===== src/design/ckcr_pkg.sv =====
// Purpose: Shared constants and types of the coherence kill collision resolver.
// Assumes: One clock; incoming requests arrive one at a time on a valid/ready port.
// Notes:   Only data and instruction cache kills are tracked as outstanding work.
// Behaviour
// Outstanding DKILL_HOME: home-side reads, kills, flush, I/O read home get ERROR.
// READ_OWNER against DKILL_HOME waits; DONE gives forward, intervention and data-only.
// Owner reads against DKILL_HOME get ERROR on RETRY or when nothing is outstanding.
// READ_TO_OWN_OWNER against DKILL_HOME on DONE: forward, intervention and data-only.
// IO_READ_OWNER against DKILL_HOME on DONE: forward, then DONE with data.
// DKILL_SHARER against DKILL_HOME finished DONE gets ERROR, granule is owned.
// DKILL_SHARER against DKILL_HOME on RETRY or none: cancel invalidate, forward, DONE.
// CASTOUT against an outstanding data cache kill gets ERROR.
// TLBIE and TLBSYNC never collide; forward to processor and reply DONE.
// IKILL_SHARER during DKILL_HOME or IKILL_HOME: forward and reply DONE.
// IKILL_HOME during a sharer kill: forward and send IKILL_SHARER to others.
// Outstanding DKILL_SHARER: home reads, DKILL_HOME and FLUSH get RETRY.
// Outstanding DKILL_SHARER: owner reads, sharer kills, I/O read owner get ERROR.
// IO_READ_HOME against a sharer kill at the home element gets RETRY.
// Non-home IO_READ_HOME waits; DONE forwards with data, otherwise ERROR.
// Outstanding IKILL_HOME: owner reads, DKILL_SHARER, CASTOUT pass as no collision.
// Outstanding IKILL_HOME: home reads, home kills, flush, I/O read home get ERROR.
// Outstanding IKILL_SHARER: home reads, DKILL_HOME, CASTOUT, FLUSH pass normally.
// Outstanding IKILL_SHARER: owner reads, sharer kills, I/O read owner get ERROR.
// CASTOUT bypasses collision blocking and goes on to normal directory update; here only on a miss or an IKILL hit, a DKILL hit gives ERROR.
// Compare granule addresses with outstanding kills; exactly one resolution per request.
package ckcr_pkg;

  localparam int ADDR_W   = 32;
  localparam int GRAN_LSB = 5;
  localparam int NSLOT    = 4;
  localparam int SLOT_W   = 2;

  typedef enum logic [3:0] {
    REQ_READ_HOME, REQ_IREAD_HOME, REQ_READ_OWNER, REQ_RTO_HOME, REQ_RTO_OWNER,
    REQ_DKILL_HOME, REQ_DKILL_SHARER, REQ_CASTOUT, REQ_TLBIE, REQ_TLBSYNC,
    REQ_IKILL_HOME, REQ_IKILL_SHARER, REQ_FLUSH, REQ_IO_READ_HOME, REQ_IO_READ_OWNER
  } ckcr_req_e;

  typedef enum logic [1:0] {KIND_DKILL_HOME, KIND_DKILL_SHARER, KIND_IKILL_HOME, KIND_IKILL_SHARER} ckcr_kind_e;

  // Outstanding state of a tracked kill as seen by a colliding request
  typedef enum logic [1:0] {ST_NONE, ST_PEND, ST_DONE, ST_RETRY} ckcr_st_e;

  typedef enum logic [2:0] {RSP_NONE, RSP_DONE, RSP_DONE_DATA, RSP_INTERV, RSP_RETRY, RSP_ERROR} ckcr_rsp_e;

  typedef enum logic [3:0] {
    ACT_NORMAL, ACT_ERROR, ACT_RETRY, ACT_FWD_DONE, ACT_FWD_IKILL,
    ACT_FWD_DATA, ACT_INTERV, ACT_CANCEL, ACT_WAIT
  } ckcr_act_e;

endpackage : ckcr_pkg


===== src/design/ckcr_resolver.sv =====
// Purpose: Decides the response to an incoming coherent request that hits an outstanding kill.
// Assumes: Requests arrive on a valid/ready port; kill slots are managed by the local agent.
// Notes:   A request that must wait for a final response holds the port until it resolves.
`timescale 1ns/10ps
`default_nettype none
module ckcr_resolver (
  input  wire logic                        sys_clk_i,
  input  wire logic                        resetn_i,
  input  wire logic                        req_valid_i,
  input  wire ckcr_pkg::ckcr_req_e         req_type_i,
  input  wire logic [ckcr_pkg::ADDR_W-1:0] req_addr_i,
  input  wire logic                        req_home_i,
  output var  logic                        req_ready_o,
  input  wire logic                        alloc_i,
  input  wire logic [ckcr_pkg::SLOT_W-1:0] alloc_slot_i,
  input  wire ckcr_pkg::ckcr_kind_e        alloc_kind_i,
  input  wire logic [ckcr_pkg::ADDR_W-1:0] alloc_addr_i,
  input  wire logic                        alloc_sent_i,
  input  wire logic                        issue_i,
  input  wire logic [ckcr_pkg::SLOT_W-1:0] issue_slot_i,
  input  wire logic                        fin_i,
  input  wire logic [ckcr_pkg::SLOT_W-1:0] fin_slot_i,
  input  wire logic                        fin_retry_i,
  input  wire logic                        free_i,
  input  wire logic [ckcr_pkg::SLOT_W-1:0] free_slot_i,
  output var  logic                        res_valid_o,
  output var  ckcr_pkg::ckcr_req_e         res_type_o,
  output var  ckcr_pkg::ckcr_rsp_e         res_resp_o,
  output var  logic                        res_fwd_o,
  output var  logic                        res_cancel_o,
  output var  logic                        res_data_only_o,
  output var  logic                        res_bcast_o,
  output var  logic                        res_normal_o,
  output var  logic                        res_collide_o,
  output var  logic [ckcr_pkg::SLOT_W-1:0] res_slot_o,
  output var  logic                        res_waited_o,
  output var  logic [ckcr_pkg::NSLOT-1:0]  slot_busy_o
);
  import ckcr_pkg::*;

  typedef enum logic {S_IDLE, S_WAIT} ckcr_state_e;

  ckcr_state_e state;
  ckcr_state_e next_state;

  ckcr_req_e            w_type;
  logic [ADDR_W-1:0]    w_addr;
  logic                 w_home;
  logic [SLOT_W-1:0]    w_slot;
  ckcr_kind_e           w_kind;

  logic [NSLOT-1:0]     slot_valid;
  logic [NSLOT-1:0]     slot_hit;
  ckcr_kind_e           slot_kind [NSLOT];
  ckcr_st_e             slot_st   [NSLOT];
  logic [ADDR_W-1:0]    probe;

  // Wait-case helper: pending waits, DONE takes the given action, else ERROR
  function automatic ckcr_act_e wait_or(input ckcr_st_e st, input ckcr_act_e on_done);
    ckcr_act_e a;
    a = ACT_ERROR;
    if (st == ST_PEND) begin
      a = ACT_WAIT;
    end else if (st == ST_DONE) begin
      a = on_done;
    end
    return a;
  endfunction : wait_or

  // Resolution table; used both on arrival and when a waited kill finishes
  function automatic ckcr_act_e decide(input ckcr_kind_e kind, input ckcr_req_e req,
                                       input logic home, input ckcr_st_e st);
    ckcr_act_e a;
    a = ACT_ERROR;
    if (req == REQ_TLBIE || req == REQ_TLBSYNC) begin
      a = ACT_FWD_DONE;
    end else begin
      case (kind)
        KIND_DKILL_HOME: begin
          case (req)
            REQ_READ_OWNER:    a = wait_or(st, ACT_INTERV);
            REQ_RTO_OWNER:     a = wait_or(st, ACT_INTERV);
            REQ_IO_READ_OWNER: a = wait_or(st, ACT_FWD_DATA);
            REQ_DKILL_SHARER: begin
              if (st == ST_PEND) begin
                a = ACT_WAIT;
              end else if (st == ST_DONE) begin
                a = ACT_ERROR;
              end else begin
                a = ACT_CANCEL;
              end
            end
            REQ_CASTOUT:       a = ACT_ERROR;
            REQ_IKILL_SHARER:  a = ACT_FWD_DONE;
            default:           a = ACT_ERROR;
          endcase
        end
        KIND_DKILL_SHARER: begin
          case (req)
            REQ_READ_HOME, REQ_IREAD_HOME, REQ_RTO_HOME, REQ_DKILL_HOME, REQ_FLUSH:
              a = ACT_RETRY;
            REQ_CASTOUT:      a = ACT_ERROR;
            REQ_IKILL_HOME:   a = ACT_FWD_IKILL;
            REQ_IO_READ_HOME: begin
              if (home) begin
                a = ACT_RETRY;
              end else begin
                a = wait_or(st, ACT_FWD_DATA);
              end
            end
            default:          a = ACT_ERROR;
          endcase
        end
        KIND_IKILL_HOME: begin
          case (req)
            REQ_READ_OWNER, REQ_RTO_OWNER, REQ_DKILL_SHARER, REQ_CASTOUT, REQ_IO_READ_OWNER:
              a = ACT_NORMAL;
            REQ_IKILL_SHARER: a = ACT_FWD_DONE;
            default:          a = ACT_ERROR;
          endcase
        end
        KIND_IKILL_SHARER: begin
          case (req)
            REQ_READ_HOME, REQ_IREAD_HOME, REQ_RTO_HOME, REQ_DKILL_HOME, REQ_CASTOUT, REQ_FLUSH:
              a = ACT_NORMAL;
            REQ_IKILL_HOME:   a = ACT_FWD_IKILL;
            REQ_IO_READ_HOME: begin
              if (home) begin
                a = ACT_RETRY;
              end else begin
                a = wait_or(st, ACT_FWD_DATA);
              end
            end
            default:          a = ACT_ERROR;
          endcase
        end
        default: a = ACT_ERROR;
      endcase
    end
    return a;
  endfunction : decide

  // While waiting the slots are probed with the held address, so a freed or reused
  // slot no longer matches and the waiter resolves as if nothing were outstanding
  assign probe = (state == S_WAIT) ? w_addr : req_addr_i;

  genvar gi;
  generate
    for (gi = 0; gi < NSLOT; gi++) begin : g_slot
      ckcr_slot u_slot (
        .sys_clk_i   (sys_clk_i),
        .resetn_i    (resetn_i),
        .alloc_i     (alloc_i && (alloc_slot_i == SLOT_W'(gi))),
        .kind_i      (alloc_kind_i),
        .addr_i      (alloc_addr_i),
        .sent_i      (alloc_sent_i),
        .issue_i     (issue_i && (issue_slot_i == SLOT_W'(gi))),
        .fin_i       (fin_i && (fin_slot_i == SLOT_W'(gi))),
        .fin_retry_i (fin_retry_i),
        .free_i      (free_i && (free_slot_i == SLOT_W'(gi))),
        .probe_i     (probe),
        .valid_o     (slot_valid[gi]),
        .kind_o      (slot_kind[gi]),
        .st_o        (slot_st[gi]),
        .hit_o       (slot_hit[gi])
      );
    end
  endgenerate

  // Lowest numbered matching slot decides when several kills share a granule
  logic [SLOT_W-1:0] hit_idx;
  always_comb begin
    hit_idx = '0;
    for (int i = NSLOT - 1; i >= 0; i--) begin
      if (slot_hit[i]) begin
        hit_idx = SLOT_W'(i);
      end
    end
  end

  wire             any_hit  = |slot_hit;
  wire ckcr_kind_e hit_kind = slot_kind[hit_idx];
  wire ckcr_st_e   hit_st   = slot_st[hit_idx];
  wire ckcr_st_e   w_st     = slot_hit[w_slot] ? slot_st[w_slot] : ST_NONE;

  wire logic       take     = (state == S_IDLE) && req_valid_i && req_ready_o;
  wire logic       is_tlb   = (req_type_i == REQ_TLBIE) || (req_type_i == REQ_TLBSYNC);

  // A miss is processed normally; CASTOUT has no blocking of its own here
  wire ckcr_act_e  new_act  = is_tlb   ? ACT_FWD_DONE :
                              !any_hit ? ACT_NORMAL :
                              decide(hit_kind, req_type_i, req_home_i, hit_st);
  wire ckcr_act_e  w_act    = decide(w_kind, w_type, w_home, w_st);
  wire logic       w_done   = (state == S_WAIT) && (w_act != ACT_WAIT);

  wire logic       emit     = (take && (new_act != ACT_WAIT)) || w_done;
  wire ckcr_act_e  emit_act = (state == S_WAIT) ? w_act : new_act;

  always_comb begin
    next_state = state;
    case (state)
      S_IDLE: begin
        if (take && (new_act == ACT_WAIT)) begin
          next_state = S_WAIT;
        end
      end
      S_WAIT: begin
        if (w_done) begin
          next_state = S_IDLE;
        end
      end
      default: next_state = S_IDLE;
    endcase
  end

  // Action to response and side-effect decode
  wire ckcr_rsp_e next_resp =
    (emit_act == ACT_ERROR)    ? RSP_ERROR :
    (emit_act == ACT_RETRY)    ? RSP_RETRY :
    (emit_act == ACT_INTERV)   ? RSP_INTERV :
    (emit_act == ACT_FWD_DATA) ? RSP_DONE_DATA :
    (emit_act == ACT_FWD_DONE || emit_act == ACT_CANCEL) ? RSP_DONE :
    RSP_NONE;
  wire logic next_fwd    = (emit_act == ACT_FWD_DONE) || (emit_act == ACT_FWD_IKILL) ||
                           (emit_act == ACT_FWD_DATA) || (emit_act == ACT_INTERV) ||
                           (emit_act == ACT_CANCEL);
  wire logic next_cancel = (emit_act == ACT_CANCEL);
  wire logic next_donly  = (emit_act == ACT_INTERV);
  wire logic next_bcast  = (emit_act == ACT_FWD_IKILL);
  wire logic next_normal = (emit_act == ACT_NORMAL);
  wire logic next_coll   = (state == S_WAIT) || (any_hit && !is_tlb);

  always_ff @(posedge sys_clk_i or negedge resetn_i) begin
    if (!resetn_i) begin
      state  <= S_IDLE;
      w_type <= REQ_READ_HOME;
      w_addr <= '0;
      w_home <= 1'b0;
      w_slot <= '0;
      w_kind <= KIND_DKILL_HOME;
    end else begin
      state <= next_state;
      if (take) begin
        w_type <= req_type_i;
        w_addr <= req_addr_i;
        w_home <= req_home_i;
        w_slot <= hit_idx;
        w_kind <= hit_kind;
      end
    end
  end

  // The port stays closed for the whole wait so answers leave in arrival order
  always_ff @(posedge sys_clk_i or negedge resetn_i) begin
    if (!resetn_i) begin
      req_ready_o <= 1'b0;
      slot_busy_o <= '0;
    end else begin
      req_ready_o <= (next_state == S_IDLE);
      slot_busy_o <= slot_valid;
    end
  end

  always_ff @(posedge sys_clk_i or negedge resetn_i) begin
    if (!resetn_i) begin
      res_valid_o     <= 1'b0;
      res_type_o      <= REQ_READ_HOME;
      res_resp_o      <= RSP_NONE;
      res_fwd_o       <= 1'b0;
      res_cancel_o    <= 1'b0;
      res_data_only_o <= 1'b0;
      res_bcast_o     <= 1'b0;
      res_normal_o    <= 1'b0;
      res_collide_o   <= 1'b0;
      res_slot_o      <= '0;
      res_waited_o    <= 1'b0;
    end else begin
      res_valid_o     <= emit;
      res_fwd_o       <= emit && next_fwd;
      res_cancel_o    <= emit && next_cancel;
      res_data_only_o <= emit && next_donly;
      res_bcast_o     <= emit && next_bcast;
      res_normal_o    <= emit && next_normal;
      if (emit) begin
        res_type_o    <= (state == S_WAIT) ? w_type : req_type_i;
        res_resp_o    <= next_resp;
        res_collide_o <= next_coll;
        res_slot_o    <= (state == S_WAIT) ? w_slot : hit_idx;
        res_waited_o  <= (state == S_WAIT);
      end
    end
  end

endmodule : ckcr_resolver
`default_nettype wire


===== src/design/ckcr_slot.sv =====
// Purpose: One tracked outstanding kill with its granule tag and final response.
// Assumes: Allocation, issue, final response and release come from the local agent.
// Notes:   Allocation wins over release in the same cycle.
`timescale 1ns/10ps
`default_nettype none
module ckcr_slot (
  input  wire logic                      sys_clk_i,
  input  wire logic                      resetn_i,
  input  wire logic                      alloc_i,
  input  wire ckcr_pkg::ckcr_kind_e      kind_i,
  input  wire logic [ckcr_pkg::ADDR_W-1:0] addr_i,
  input  wire logic                      sent_i,
  input  wire logic                      issue_i,
  input  wire logic                      fin_i,
  input  wire logic                      fin_retry_i,
  input  wire logic                      free_i,
  input  wire logic [ckcr_pkg::ADDR_W-1:0] probe_i,
  output var  logic                      valid_o,
  output var  ckcr_pkg::ckcr_kind_e      kind_o,
  output var  ckcr_pkg::ckcr_st_e        st_o,
  output var  logic                      hit_o
);
  import ckcr_pkg::*;

  logic [ADDR_W-GRAN_LSB-1:0] tag;
  logic                       sent;
  logic                       fin;
  logic                       retry;

  always_ff @(posedge sys_clk_i or negedge resetn_i) begin
    if (!resetn_i) begin
      valid_o <= 1'b0;
      kind_o  <= KIND_DKILL_HOME;
      tag     <= '0;
      sent    <= 1'b0;
      fin     <= 1'b0;
      retry   <= 1'b0;
    end else if (alloc_i) begin
      valid_o <= 1'b1;
      kind_o  <= kind_i;
      tag     <= addr_i[ADDR_W-1:GRAN_LSB];
      sent    <= sent_i;
      fin     <= 1'b0;
      retry   <= 1'b0;
    end else if (free_i) begin
      valid_o <= 1'b0;
    end else begin
      if (issue_i) begin
        sent <= 1'b1;
      end
      if (fin_i && valid_o && sent) begin
        fin   <= 1'b1;
        retry <= fin_retry_i;
      end
    end
  end

  // Granule compare ignores the offset bits below the granule size
  assign hit_o = valid_o && (tag == probe_i[ADDR_W-1:GRAN_LSB]);
  assign st_o  = !sent ? ST_NONE : !fin ? ST_PEND : retry ? ST_RETRY : ST_DONE;

endmodule : ckcr_slot
`default_nettype wire


===== config.mk =====
export PLATFORM = sky130hd
export DESIGN_NAME = ckcr_resolver
export DESIGN_NICKNAME = d
export VERILOG_FILES = /design/src/design/ckcr_pkg.sv /design/src/design/ckcr_resolver.sv /design/src/design/ckcr_slot.sv
export SDC_FILE = /design/constraint.sdc
export NUM_CORES = 1
export LEC_CHECK = 0
export BUFFER_PORTS_ARGS = -buffer_cell sky130_fd_sc_hd__buf_4
export CORE_UTILIZATION = 50
export CTS_CLUSTER_DIAMETER = 40
export DETAILED_ROUTE_END_ITERATION = 10
export PLACE_DENSITY = 0.69
export SETUP_SLACK_MARGIN = 0.15
export SYNTH_ARGS = -nofsm -noshare
export SYNTH_HDL_FRONTEND = slang
export SYNTH_SLANG_ARGS = --single-unit

===== constraint.sdc =====
create_clock -name sys_clk_i -period 6.15 [get_ports sys_clk_i]
set_input_delay 1.23 -clock sys_clk_i [delete_from_list [all_inputs] [get_ports sys_clk_i]]
set_output_delay 1.23 -clock sys_clk_i [all_outputs]
set_load 0.1 [all_outputs]

==> results of run 1 <==
logic make-up after synthesis:
| group | synth area share, % |
|---|---|
| mux | 19.90 |
| compound gates | 7.942 |
| simple gates | 14.77 |
| fa+ha+maj | 0.5657 |
| buf+inv | 2.816 |
| xor+xnor | 8.991 |
| flops | 45.02 |
layout by cell type (no fill, tap or decap), types with 4 or more instances in the layout:
| cell | count |
|---|---|
| a21oi_1 | 16 |
| a22o_1 | 5 |
| a31oi_1 | 4 |
| buf_4 | 123 |
| clkbuf_16 | 17 |
| dfrtp_1 | 190 |
| ha_1 | 4 |
| inv_1 | 21 |
| mux2_2 | 119 |
| mux2_4 | 7 |
| mux2i_1 | 9 |
| mux2i_2 | 6 |
| mux2i_4 | 21 |
| nand2_1 | 136 |
| nand2b_1 | 4 |
| nand3_1 | 23 |
| nand4_1 | 11 |
| nor2_1 | 35 |
| nor2b_1 | 6 |
| nor3_1 | 21 |
| nor4_1 | 41 |
| nor4b_1 | 8 |
| o21ai_0 | 42 |
| o2bb2ai_1 | 4 |
| o31ai_1 | 6 |
| or2_2 | 4 |
| or3_1 | 4 |
| xnor2_1 | 97 |
| xor2_1 | 12 |
power by group:
group / switching (µW) / internal (µW)
clock network: 500 / 665
registers: 154 / 1440
logic: 455 / 357
total: 1110 / 2470
worst min-delay path: stages, from the launching register on:
cell and delay [ns]:
dfrtp_1 0.36, nand2_1 0.06, nand2_1 0.06
routing by layer:
layer | share of wire, % | vias up | track usage [%] | wire, µm
met2 | 45 | 246 | 38.04 | 12040
met4 | 2.4 | 0 | 9.278 | 655
li1 | - | 3655 | - | -
met3 | 5.0 | 49 | 4.043 | 1357
met1 | 48 | 3862 | 39.37 | 12910
met5 | 0 | - | 0 | 0
through the flow:
| step | setup slack [ns] | area, µm² | instances | hold WS, ns | utilization (%) |
|---|---|---|---|---|---|
| after floorplan | 0.9684 | 10620 | 967 | 0.3734 | - |
| after global placement | 0.3066 | 11650 | 1312 | 0.4802 | 56.85 |
| after detailed placement | 0.2512 | 11650 | 1312 | 0.4836 | 56.85 |
| after CTS | 0.5579 | 12270 | 1344 | 0.5011 | 59.85 |
| after global routing | 0.3593 | 12330 | 1352 | 0.5137 | 60.16 |
| final | 0.7578 | 12330 | 1352 | 0.4997 | 60.16 |
final cells by class:
type | instances | area share [%]
Clock buffer | 20 | 3.704
Sequential cell | 191 | 38.80
Inverter | 23 | 0.7002
Multi-Input combinational cell | 711 | 45.01
Timing Repair Buffer | 125 | 7.763
Clock inverter | 12 | 1.289
Tap cell | 270 | 2.740
repair_timing:
item | in CTS | in global routing
setup endpoints to repair | 0 | 10
setup buffers | 0 | 8
resized for setup | 0 | 1
synthesized netlist by cell type (7+ instances only):
| cell type | n | area, µm² |
|---|---|---|
| a21oi_1 | 16 | 80.08 |
| inv_1 | 21 | 78.83 |
| nor2_1 | 37 | 138.9 |
| nand3_1 | 23 | 115.1 |
| mux2i_4 | 21 | 473.0 |
| clkbuf_1 | 34 | 127.6 |
| o21ai_0 | 42 | 210.2 |
| mux2i_1 | 9 | 90.09 |
| xor2_1 | 12 | 105.1 |
| mux2_2 | 119 | 1340 |
| dfrtp_1 | 191 | 4780 |
| xnor2_1 | 97 | 849.6 |
| nor3_1 | 21 | 105.1 |
| nor4_1 | 41 | 256.5 |
| nand2_1 | 136 | 510.5 |
| nand4_1 | 11 | 68.82 |
| mux2_4 | 7 | 105.1 |
| nor4b_1 | 8 | 70.07 |
final timing paths:
| check | depth (start not counted) | slack, ns | start | to |
|---|---|---|---|---|
| max | 21 | 0.76 | req_addr_i[20] | res_type_o[3] |
| min | 2 | 0.50 | g_slot[1].u_slot.tag[21] | g_slot[1].u_slot.tag[21] |
| max reg2reg | 22 | 0.81 | state | res_slot_o[1] |
| min reg2reg | 2 | 0.50 | g_slot[1].u_slot.tag[21] | g_slot[1].u_slot.tag[21] |
| max in group asynchronous | 2 | 4.12 | resetn_i | w_slot[0] |
| min in group asynchronous | 1 | 0.83 | resetn_i | g_slot[2].u_slot.tag[14] |
==> run summary, run 1 <==
In this run the standard cell core region covers 0.02049 mm². Async set or reset register ratio after synthesis: 100.0%. Register with the most flip-flops: g_slot.u_slot.tag.

The first global-routing pass estimated 43060 µm of wire. Synthesis inferred 191 register bits. The synthesized design contains 0 enable-type register cells. The global-route usage over all layers was 26.13%.

The signal on the critical path passes through buf_4, mux2i_4, xnor2_1, nor4_1, nand4_1, or2_2, nor2_1, a21oi_1, a21oi_1, o211ai_1, inv_1, ha_1, mux2_2, a22o_1, nand2_1, o21ai_0, a32oi_1, nand4_1, o21ai_4, inv_2, mux2_4. After filler insertion, the fill cell instance count of the layout stands at 1704. Detailed placement ended at an HPWL of 19720 µm. The count of input and output buffers works out to 99. The initial cell density of the core was 51.81%.

On the critical path, the stage with the largest delay is an instance of or2_2. In this run the cell area of the synthesized design comes to 0.01062 mm². For the worst-case headroom to the max-slew limit, the log shows 31.75%. Cells with a size suffix above 1 make up 31.15% of the layout.

The number of antenna diodes in the final layout is 0. For the pin with the worst max-slew slack, the measured transition is 1.024 ns. The floorplan step defined a die boundary enclosing 0.02182 mm². Sequential cells were found to cover 45.02% of the synthesized design area. Between clock sinks in the finished design, the worst skew comes to 0.008320 ns.

The tools report the top achievable clock speed as 185.5 MHz. The net count of the finished layout is 1161. The tools report the number of clock sinks as 191. For the count of endpoints failing setup in the final report, the log shows 0.

The floorplan step set the die height to 147.7 µm. Gate count after technology mapping: 967. The flow ran to the end, and the final reports show no timing, DRC or antenna violations. In the final routed layout, each cell accounts on average for 19.94 µm. The flip-flop count of the largest register after layout is 108, and the count of synthesis-stage warnings from yosys is 0. Total of max-cap violations: 0.

The total wirelength of the detailed-routed design was 26960 µm; the synthesized area per cell was 10.98 µm². In this run the horizontal extent of the chip is 147.7 µm. STA classifies the critical path startpoint as an input port. The run gives 0 as the initial antenna violation count. After detailed routing, the number of remaining DRC violations is 0.

The tools report the deepest level of the CTS H-tree as 4. The number of buffer and inverter instances along the worst setup path is 3. The logs give 110 for the count of pins on the block boundary and 52 for the row count.

Along the worst path, the maximum fanout reaches 11. The number of clock buffers added by TritonCTS is 17. In the final layout, the registers with the most flip-flops are g_slot.u_slot.tag (108), w_addr (27), g_slot.u_slot.kind_o (8). The largest vdd supply drop was 187.8 µV.

The post-layout minimum cycle time was 5.392 ns. The count of nets left with antenna violations once routing finished came out at 0. For the leakage dissipation, the log shows 0.005081 µW.

Predominant post-synthesis flop cell: dfrtp_1. Clock latency on the worst-skew pair, taken at its later pin, is 0.44 ns. Setup repair after global routing left no endpoint under its margin. Ratio of final minimum period to clock period: 87.68%. The number of hold violations in the final report is 0, and the clock transition time at the flip-flop clock pins of the worst setup and hold paths is 0.07 ns. Counting along the longest clock path gives a buffer depth of 2.

Counting every net in the synthesized netlist gives 1059. The type of the tightest min-delay check is register to register. Summed over all layers, the global routing overflow is 0. Registers take 0.004783 mm². At the worst endpoint, the required time is 6.48 ns. The endpoint kind of the worst setup timing path was a register. Entering global routing, the biggest net connects 89 pins. In this design, the stage delay of the slowest critical-path cell is 0.43 ns. The logs give 75 for the count of cell types in the netlist and 5 for the number of detailed-route iterations in the first pass. The logs give 7474 for the number of global-route vias before repair and 699 for the violation count after the first detailed-routing iteration. The number of max-slew violations in the final report came out at 0. Routability-driven placement finished with a final weighted congestion of 0.9614. From synthesis to final layout, the design area changed by 16.12%.

Buffers inserted to repair hold after CTS numbered 0. Summing all multi-input logic gate instances after layout gives 0.005549 mm². TritonCTS built the clock tree. Largest delay contributor family on the critical path: simple AND/OR/NAND/NOR gates. The power density normalized to cell area was 289.9 mW/mm². In the routed layout, each cell is associated on average with a via count of 5.778. Power comes to 3574 µW. After routing, the total negative slack on setup checks comes to 0 ns. For the count of vias placed by the detailed router, the log shows 7812.

The run gives 5.72 ns as the signal arrival time at the worst endpoint. Clock tree synthesis selected as its root buffer the cell clkbuf_16. The setup path with the least slack is of type input port to register.
Note: power is estimated with default switching activity, not from simulation.
==> inputs of run 2 (changes only) <==
Settings changed: PLACE_DENSITY 0.69 to 0.76.
==> run 2 against run 1 <==
Compared with the run above:
- register-to-register slack worse by 0.11 ns
- fmax down 2.8%
- critical path depth up 1
- largest power group unchanged
- via count up 1.7%
- highest routed layer unchanged
- largest cell class unchanged
- first-iteration DRC count down 18%
- sequential power about the same
- worst hold slack worse by 0.0026 ns
- count of clock-buffer cells in the layout down 1
==> run summary, run 2 (synthesis results as in run 1) <==
The overall die area came out at 0.02182 mm². Register with the most flip-flops: g_slot.u_slot.tag. The number of hold violations in the final report is 0. TritonCTS built the clock tree. Between clock sinks in the finished design, the worst skew comes to 0.006702 ns. In this run the static leakage power is 0.005065 µW.

In this run the power density over the cells is 283.2 mW/mm². The most frequent standard cell in the layout excluding fill and tap cells was dfrtp_1. CTS built an H-tree with a depth of 4. In this run the critical register-to-register path is launched from state. The tool flagged a number of max-cap violations equal to 0.

Excluding fillers, the count of instances in the completed layout stands at 1353. The worst setup path is captured at a register. The type of the tightest min-delay check was register to register.

IR analysis of the VDD net gives a maximum drop of 185.4 µV. Net switching is 32.37% of the power. The worst register-to-register path has a setup slack of 0.70 ns. Adding up every negative setup slack in the final design gives 0 ns. The flip-flop count of the largest register after layout was 108.

Setup violations remaining at the end of the flow were counted as 0. The congestion estimate from routability-driven global placement came to 0.9308. Clock tree synthesis selected as its root buffer the cell clkbuf_16. For the first-pass GRT wire length, the log shows 42680 µm. The number of max-slew violations in the final report is 0. The run gives 52 as the row count. The worst-case headroom to the max-slew limit is 34.67%. After clock tree synthesis, the clock-pin slew on the worst setup and hold paths is 0.07 ns. Entering global routing, the biggest net connects 105 pins. Setup repair after global routing left no endpoint under its margin. The register share of total power was 45.9%; the post-layout minimum cycle time was 5.550 ns.

The clock network burns 30.9% of the power. The count of pins on the block boundary was 110. The maximum buffer depth of the clock tree is 2.

The die is 147.7 µm wide. Of all nets on the critical path, the largest fanout is 11. The count of input and output buffers works out to 99. The switching power total is 1127 µW, and the total grt overflow is 0. On the critical path, the stage with the largest delay is an instance of mux2i_2. Of the total power, combinational logic draws 23.2%.

STA classifies the critical path startpoint as an input port. The tools report the startpoint of the worst hold path as g_slot[1].u_slot.tag[2]. The library cells used most frequently in the layout, excluding fill and tap cells, are 190 x dfrtp_1, 136 x nand2_1, 124 x buf_4, 119 x mux2_2, 97 x xnor2_1. The most common cell type on the critical path is nor2_1.

The logs give 180.2 MHz for the top achievable clock speed and 6.48 ns for the data required time of the critical path. The internal power came out at 2354 µW. Using the TritonRoute via totals, the vias-per-cell ratio works out to 5.873. Setup slack on the critical path of the routed design comes to 0.6005 ns.

The flow ran to the end, and the final reports show no timing, DRC or antenna violations. The floorplan step defined a core boundary enclosing 0.02049 mm². Dividing the final minimum period by the clock period gives 90.24%. For the worst setup path, the data arrival time is 5.87 ns. The launch point of the critical path was req_addr_i[31]. The total wirelength of the detailed-routed design was 26850 µm; the average wire per cell in the routed design was 19.84 µm.

Measured along the y axis, the die boundary spans 147.7 µm. In the final layout, the share of cells above drive strength 1 is 31.21%. The run gives 1162 as the final net count. Across all layers, the routed design uses 7946 vias. OpenSTA, run right after detailed placement, puts the worst setup slack at 0.2254 ns. Cells fill 59.96% of the core in the end. From synthesis to final layout, the design area changed by 15.74%.

The signal on the critical path passes through buf_4, mux2i_2, xnor2_1, nor4b_1, nand4_1, nor2_1, nor2b_1, nor2_1, nor2_1, nand3_1, o21ai_0, mux2_2, ha_1, nand2_1, a2bb2oi_1, or2_2, nor3_1, mux2i_2, a31oi_4, o21ai_4, inv_2, mux2_2. The global-route usage over all layers was 25.73%. TritonCTS created 17 clock buffers. The post-route antenna net violation count came out at 0. The tools report the number of clock sinks as 191.

The largest registers in the layout are g_slot.u_slot.tag (108), w_addr (27), g_slot.u_slot.kind_o (8). The source-to-sink clock delay at the later pin of the worst-skew pair is 0.44 ns, and the total half-perimeter wirelength after legalization and detailed placement is 19550 µm. In the routed design, unresolved DRC markers number 0. The cell family contributing the most delay on the critical path is simple AND/OR/NAND/NOR gates. The largest stage delay on the critical path was 0.41 ns. The run gives 51.81% as the initial cell density of the core. Counting both buffers and inverters, the worst setup path holds a total of 2. Cell count after placement: 1309. The number of antenna cells inserted was 0; the violation count after the first detailed-routing iteration was 570. The number of detailed-route iterations in the first pass is 7, and the slew at the pin with the worst max-slew slack is 0.9799 ns. The critical path is of the input port to register type. For the initial antenna violation count, the log shows 0.

The number of global-route vias before repair was 7699.
## run 2: worst register-to-register path, cell delays in order (launching register included)
cell      delay, ns
dfrtp_4        0.55
buf_4          0.24
mux2i_4        0.41
xnor2_1        0.19
nor4_1         0.34
nand4_1        0.31
or2_2          0.44
nor2_1         0.11
a21oi_1        0.05
a21oi_1        0.20
o211ai_1       0.21
inv_1          0.11
ha_1           0.26
mux2_2         0.28
a22o_1         0.22
nand2_1        0.06
o21ai_0        0.08
a32oi_1        0.31
nand4_1        0.29
o21ai_4        0.18
inv_2          0.17
mux2_4         0.33
## run 2: final timing paths
kind,end,cells past startpoint
max,res_slot_o[1],22
min,g_slot[1].u_slot.tag[2],2
max reg2reg,res_type_o[0],21
min reg2reg,g_slot[1].u_slot.tag[2],2
max in group asynchronous,res_waited_o,2
min in group asynchronous,g_slot[3].u_slot.tag[14],1
## run 2: cell type report
cell class | count | area, µm²
repair buffers | 126 | 964.7
fillers | 1680 | 8205
clock buffers | 19 | 452.9
clock inverters | 13 | 117.6
multi-input cells | 711 | 5547
inverters | 23 | 86.33
flip-flops and latches | 191 | 4783
well taps | 270 | 337.8
## run 2: what timing repair did
item	4_1_cts	5_1_grt
resized for setup	0	0
hold buffers	0	0
endpoints found under the setup margin	0	10
endpoints found under the hold margin	0	0
buffers inserted	0	12
## run 2: routing by layer
layer	track usage [%]	vias up	wire length, µm
met2	39.10	299	12170
met1	36.70	3940	12200
li1	-	3653	-
met4	9.175	0	841
met5	0	-	0
met3	5.000	54	1631
## run 2: power groups by stage
stage	Sequential [µW]	Clock [µW]	Combinational, µW
finish	1600	1080	807
global placement	1610	0	779
CTS	1590	1090	800
global route	1620	1140	864
floorplan	1640	0	504
detailed placement	1620	0	794
## run 2: per-stage QoR
step / area (µm²) / power [µW] / hold slack [ns]
after floorplan: 10620 / 2141 / 0.3734
after global placement: 11630 / 2385 / 0.4786
after detailed placement: 11630 / 2411 / 0.4816
after CTS: 12200 / 3484 / 0.5010
after global routing: 12290 / 3622 / 0.5170
final: 12290 / 3481 / 0.4970
==> inputs of run 3 (changes only) <==
Settings changed: GPL_TIMING_DRIVEN set to 0.
==> run 3 against run 2 <==
Compared with the run above:
- critical path type unchanged
- power increased by 3.4%
- cell area increased by 0.77%
- clock power increased by 8%
- sequential power about the same
- critical endpoint is now res_slot_o[0]
- count of clock-buffer cells in the layout decreased by 1
- final cell count increased by 1.1%
- fmax decreased by 1.2%
- via count increased by 1.0%
- highest routed layer unchanged
==> run summary, run 3 (synthesis results as in run 1) <==
The worst-case IR drop observed on VDD is 193.3 µV. Cells fill 60.43% of the core in the end. The finished layout cell area is 0.01238 mm². The tools report the number of max-slew violations in the final report as 0. Net switching is 31.88% of the power. The top cell types in the final layout, fill and taps aside, are 191 x dfrtp_1, 136 x nand2_1, 119 x mux2_2, 97 x xnor2_1, 97 x buf_4. Timing would allow up to 178.1 MHz. Setup total negative slack on the finished layout was measured at 0 ns. The overall die area was 0.02182 mm². The count of endpoints failing setup in the final report came out at 0.

The maximum number of pins on one net before global-route repair was 106. The run finished with clean final reports. The tools report the number of global-route vias before repair as 7981.

From synthesis to final layout, the design area changed by 16.64%. The tree is rooted in a clkbuf_16. In the finished design, the share of the clock period the worst path needs comes to 91.29%. The floorplan has 52 rows. For the pin with the worst max-slew slack, the measured transition is 0.9916 ns. Summed over all nets, the half-perimeter wirelength after detailed placement is 21720 µm. The register with the most flip-flops in the layout has 108 of them. Die span in x: 147.7 µm.

The worst path in the final design needs a cycle of 5.614 ns, including I/O delays and setup. Number of hold-repair buffers added at the cts stage: 0. The path class of the tightest hold or removal check is register to register. Headroom to the max-slew limit came out at 33.38%.

For the violation count after the first detailed-routing iteration, the log shows 694. The power density normalized to cell area came out at 290.7 mW/mm². Of the total power, the clock network draws 32.4%. Setup repair after global routing left no endpoint under its margin.

Hold timing on the final database bottoms out at a slack of 0.4982 ns. Max-cap violations in this run came to 0. 110 I/O pins were placed. The number of detailed-route iterations in the first pass is 5. The maximum buffer depth of the clock tree is 2. The first global-routing pass estimated 45400 µm of wire.

The repair_antennas step left the layout with diodes totalling 0. Type of the worst setup path: input port to register. Wires add up to 28680 µm. Area of the placeable core: 0.02049 mm². The post-detailed-route via-to-cell ratio works out to 5.869. The H-tree was split into 4 levels.

TritonCTS built the clock tree. Sequential cells account for 44.2% of the total power. Per report_power, the combinational group accounts for 23.4% of the total. The total grt overflow came out at 0. The y dimension of the die was 147.7 µm. The initial antenna violation count came out at 0. The run gives 5.93 ns as the signal arrival time at the worst endpoint.

Summing all placed instances gives a cell area of 0.01173 mm². The source-to-sink clock delay at the later pin of the worst-skew pair came out at 0.44 ns. The leakage dissipation is 0.005045 µW, and the switching power total is 1148 µW. In the routed design, unresolved DRC markers number 0. The congestion estimate from routability-driven global placement came to 0.9702.

The number of clock sinks was 191. The number of setup buffers added after CTS was 0. In this run the remaining antenna-violating nets after routing total 0. Across all setup checks in the final design, the least slack found is 0.5356 ns. For the worst setup path, the data required time is 6.47 ns. The internal power came out at 2453 µW. The clock transition time at the flip-flop clock pins of the worst setup and hold paths is 0.07 ns, and the number of hold violations in the final report is 0. Timing analysis after detailed placement gives a worst setup slack of -0.1970 ns. Of the cells placed in the final design, the portion with a size suffix greater than 1 is 28.87%.

Register with the most flip-flops: g_slot.u_slot.tag. In the final routed layout, each cell accounts on average for 20.97 µm. The run gives 1177 as the final net count. The largest registers in the layout are g_slot.u_slot.tag (108), w_addr (27), g_slot.u_slot.kind_o (8).

In this run the worst path has a maximum fanout of 10. In this run the tool buffered the top-level ports with 98 buffer cells. The clock arrives with 0.01039 ns of skew.

STA classifies the critical path startpoint as an input port. The logs give 27.67% for the global-route usage over all layers and 51.81% for the initial cell density of the core. The worst setup path is captured at a register. In this run, CTS created clock tree buffers numbering 17. The most frequent standard cell in the layout excluding fill and tap cells is dfrtp_1.

For this block, the via count after detailed routing is 8029.
## run 3: per-layer routing
layer	global-route usage, %	up-vias	part of all wire [%]
li1	-	3687	-
met1	38.94	3999	44
met2	41.96	293	46
met3	5.802	50	6.9
met4	10.72	0	2.9
met5	0	-	0
## run 3: final cells by class
| type | count | area, µm² |
|---|---|---|
| clock inverters | 14 | 177.7 |
| well taps | 270 | 337.8 |
| clock buffers | 18 | 429.2 |
| inverters | 23 | 86.33 |
| plain buffers | 42 | 212.7 |
| multi-input cells | 711 | 5590 |
| flip-flops and latches | 191 | 4780 |
| fillers | 1711 | 8110 |
| repair buffers | 99 | 770.7 |
## run 3: path summary, 6_finish.rpt
check / start / to / slack [ns] / cells past startpoint
worst max-delay path: req_addr_i[10] / res_slot_o[0] / 0.54 / 22
worst min-delay path: res_resp_o[1] / res_resp_o[1] / 0.50 / 1
worst max register to register: state / res_slot_o[0] / 0.65 / 26
worst min register to register: res_resp_o[1] / res_resp_o[1] / 0.50 / 1
max in group asynchronous: resetn_i / res_collide_o / 4.41 / 2
min in group asynchronous: resetn_i / g_slot[3].u_slot.tag[17] / 0.77 / 1
## run 3: repair_timing
action | 4_1_cts | 5_1_grt
resized for setup | 0 | 8
hold endpoints to repair | 0 | 0
setup endpoints to repair | 0 | 17
## run 3: power groups by stage
stage                     logic [µW]  registers [µW]  clock network [µW]
after floorplan                  504            1640                   0
after global placement           807            1600                   0
after detailed placement         824            1610                   0
after CTS                        830            1590                1180
after global routing             903            1610                1230
final                            842            1590                1170
## run 3: worst max-delay path: stages
cell      delay (ns)
buf_4           0.12
mux2i_2         0.45
xnor2_1         0.17
nor4_1          0.27
nand4_1         0.29
or2_2           0.44
nor2_1          0.12
a21oi_1         0.05
a21oi_1         0.20
o211ai_1        0.24
inv_1           0.12
ha_1            0.26
mux2_2          0.27
a22o_1          0.22
nand2_1         0.06
o21ai_0         0.09
a32oi_1         0.29
nand4_1         0.31
o21ai_4         0.20
inv_2           0.09
buf_6           0.16
mux2_4          0.30
## run 3: through the flow
stage | std cells | total power (µW)
finish | 1368 | 3601
global route | 1368 | 3744
CTS | 1368 | 3598
detailed placement | 1336 | 2434
global placement | 1335 | 2406
floorplan | 967 | 2141
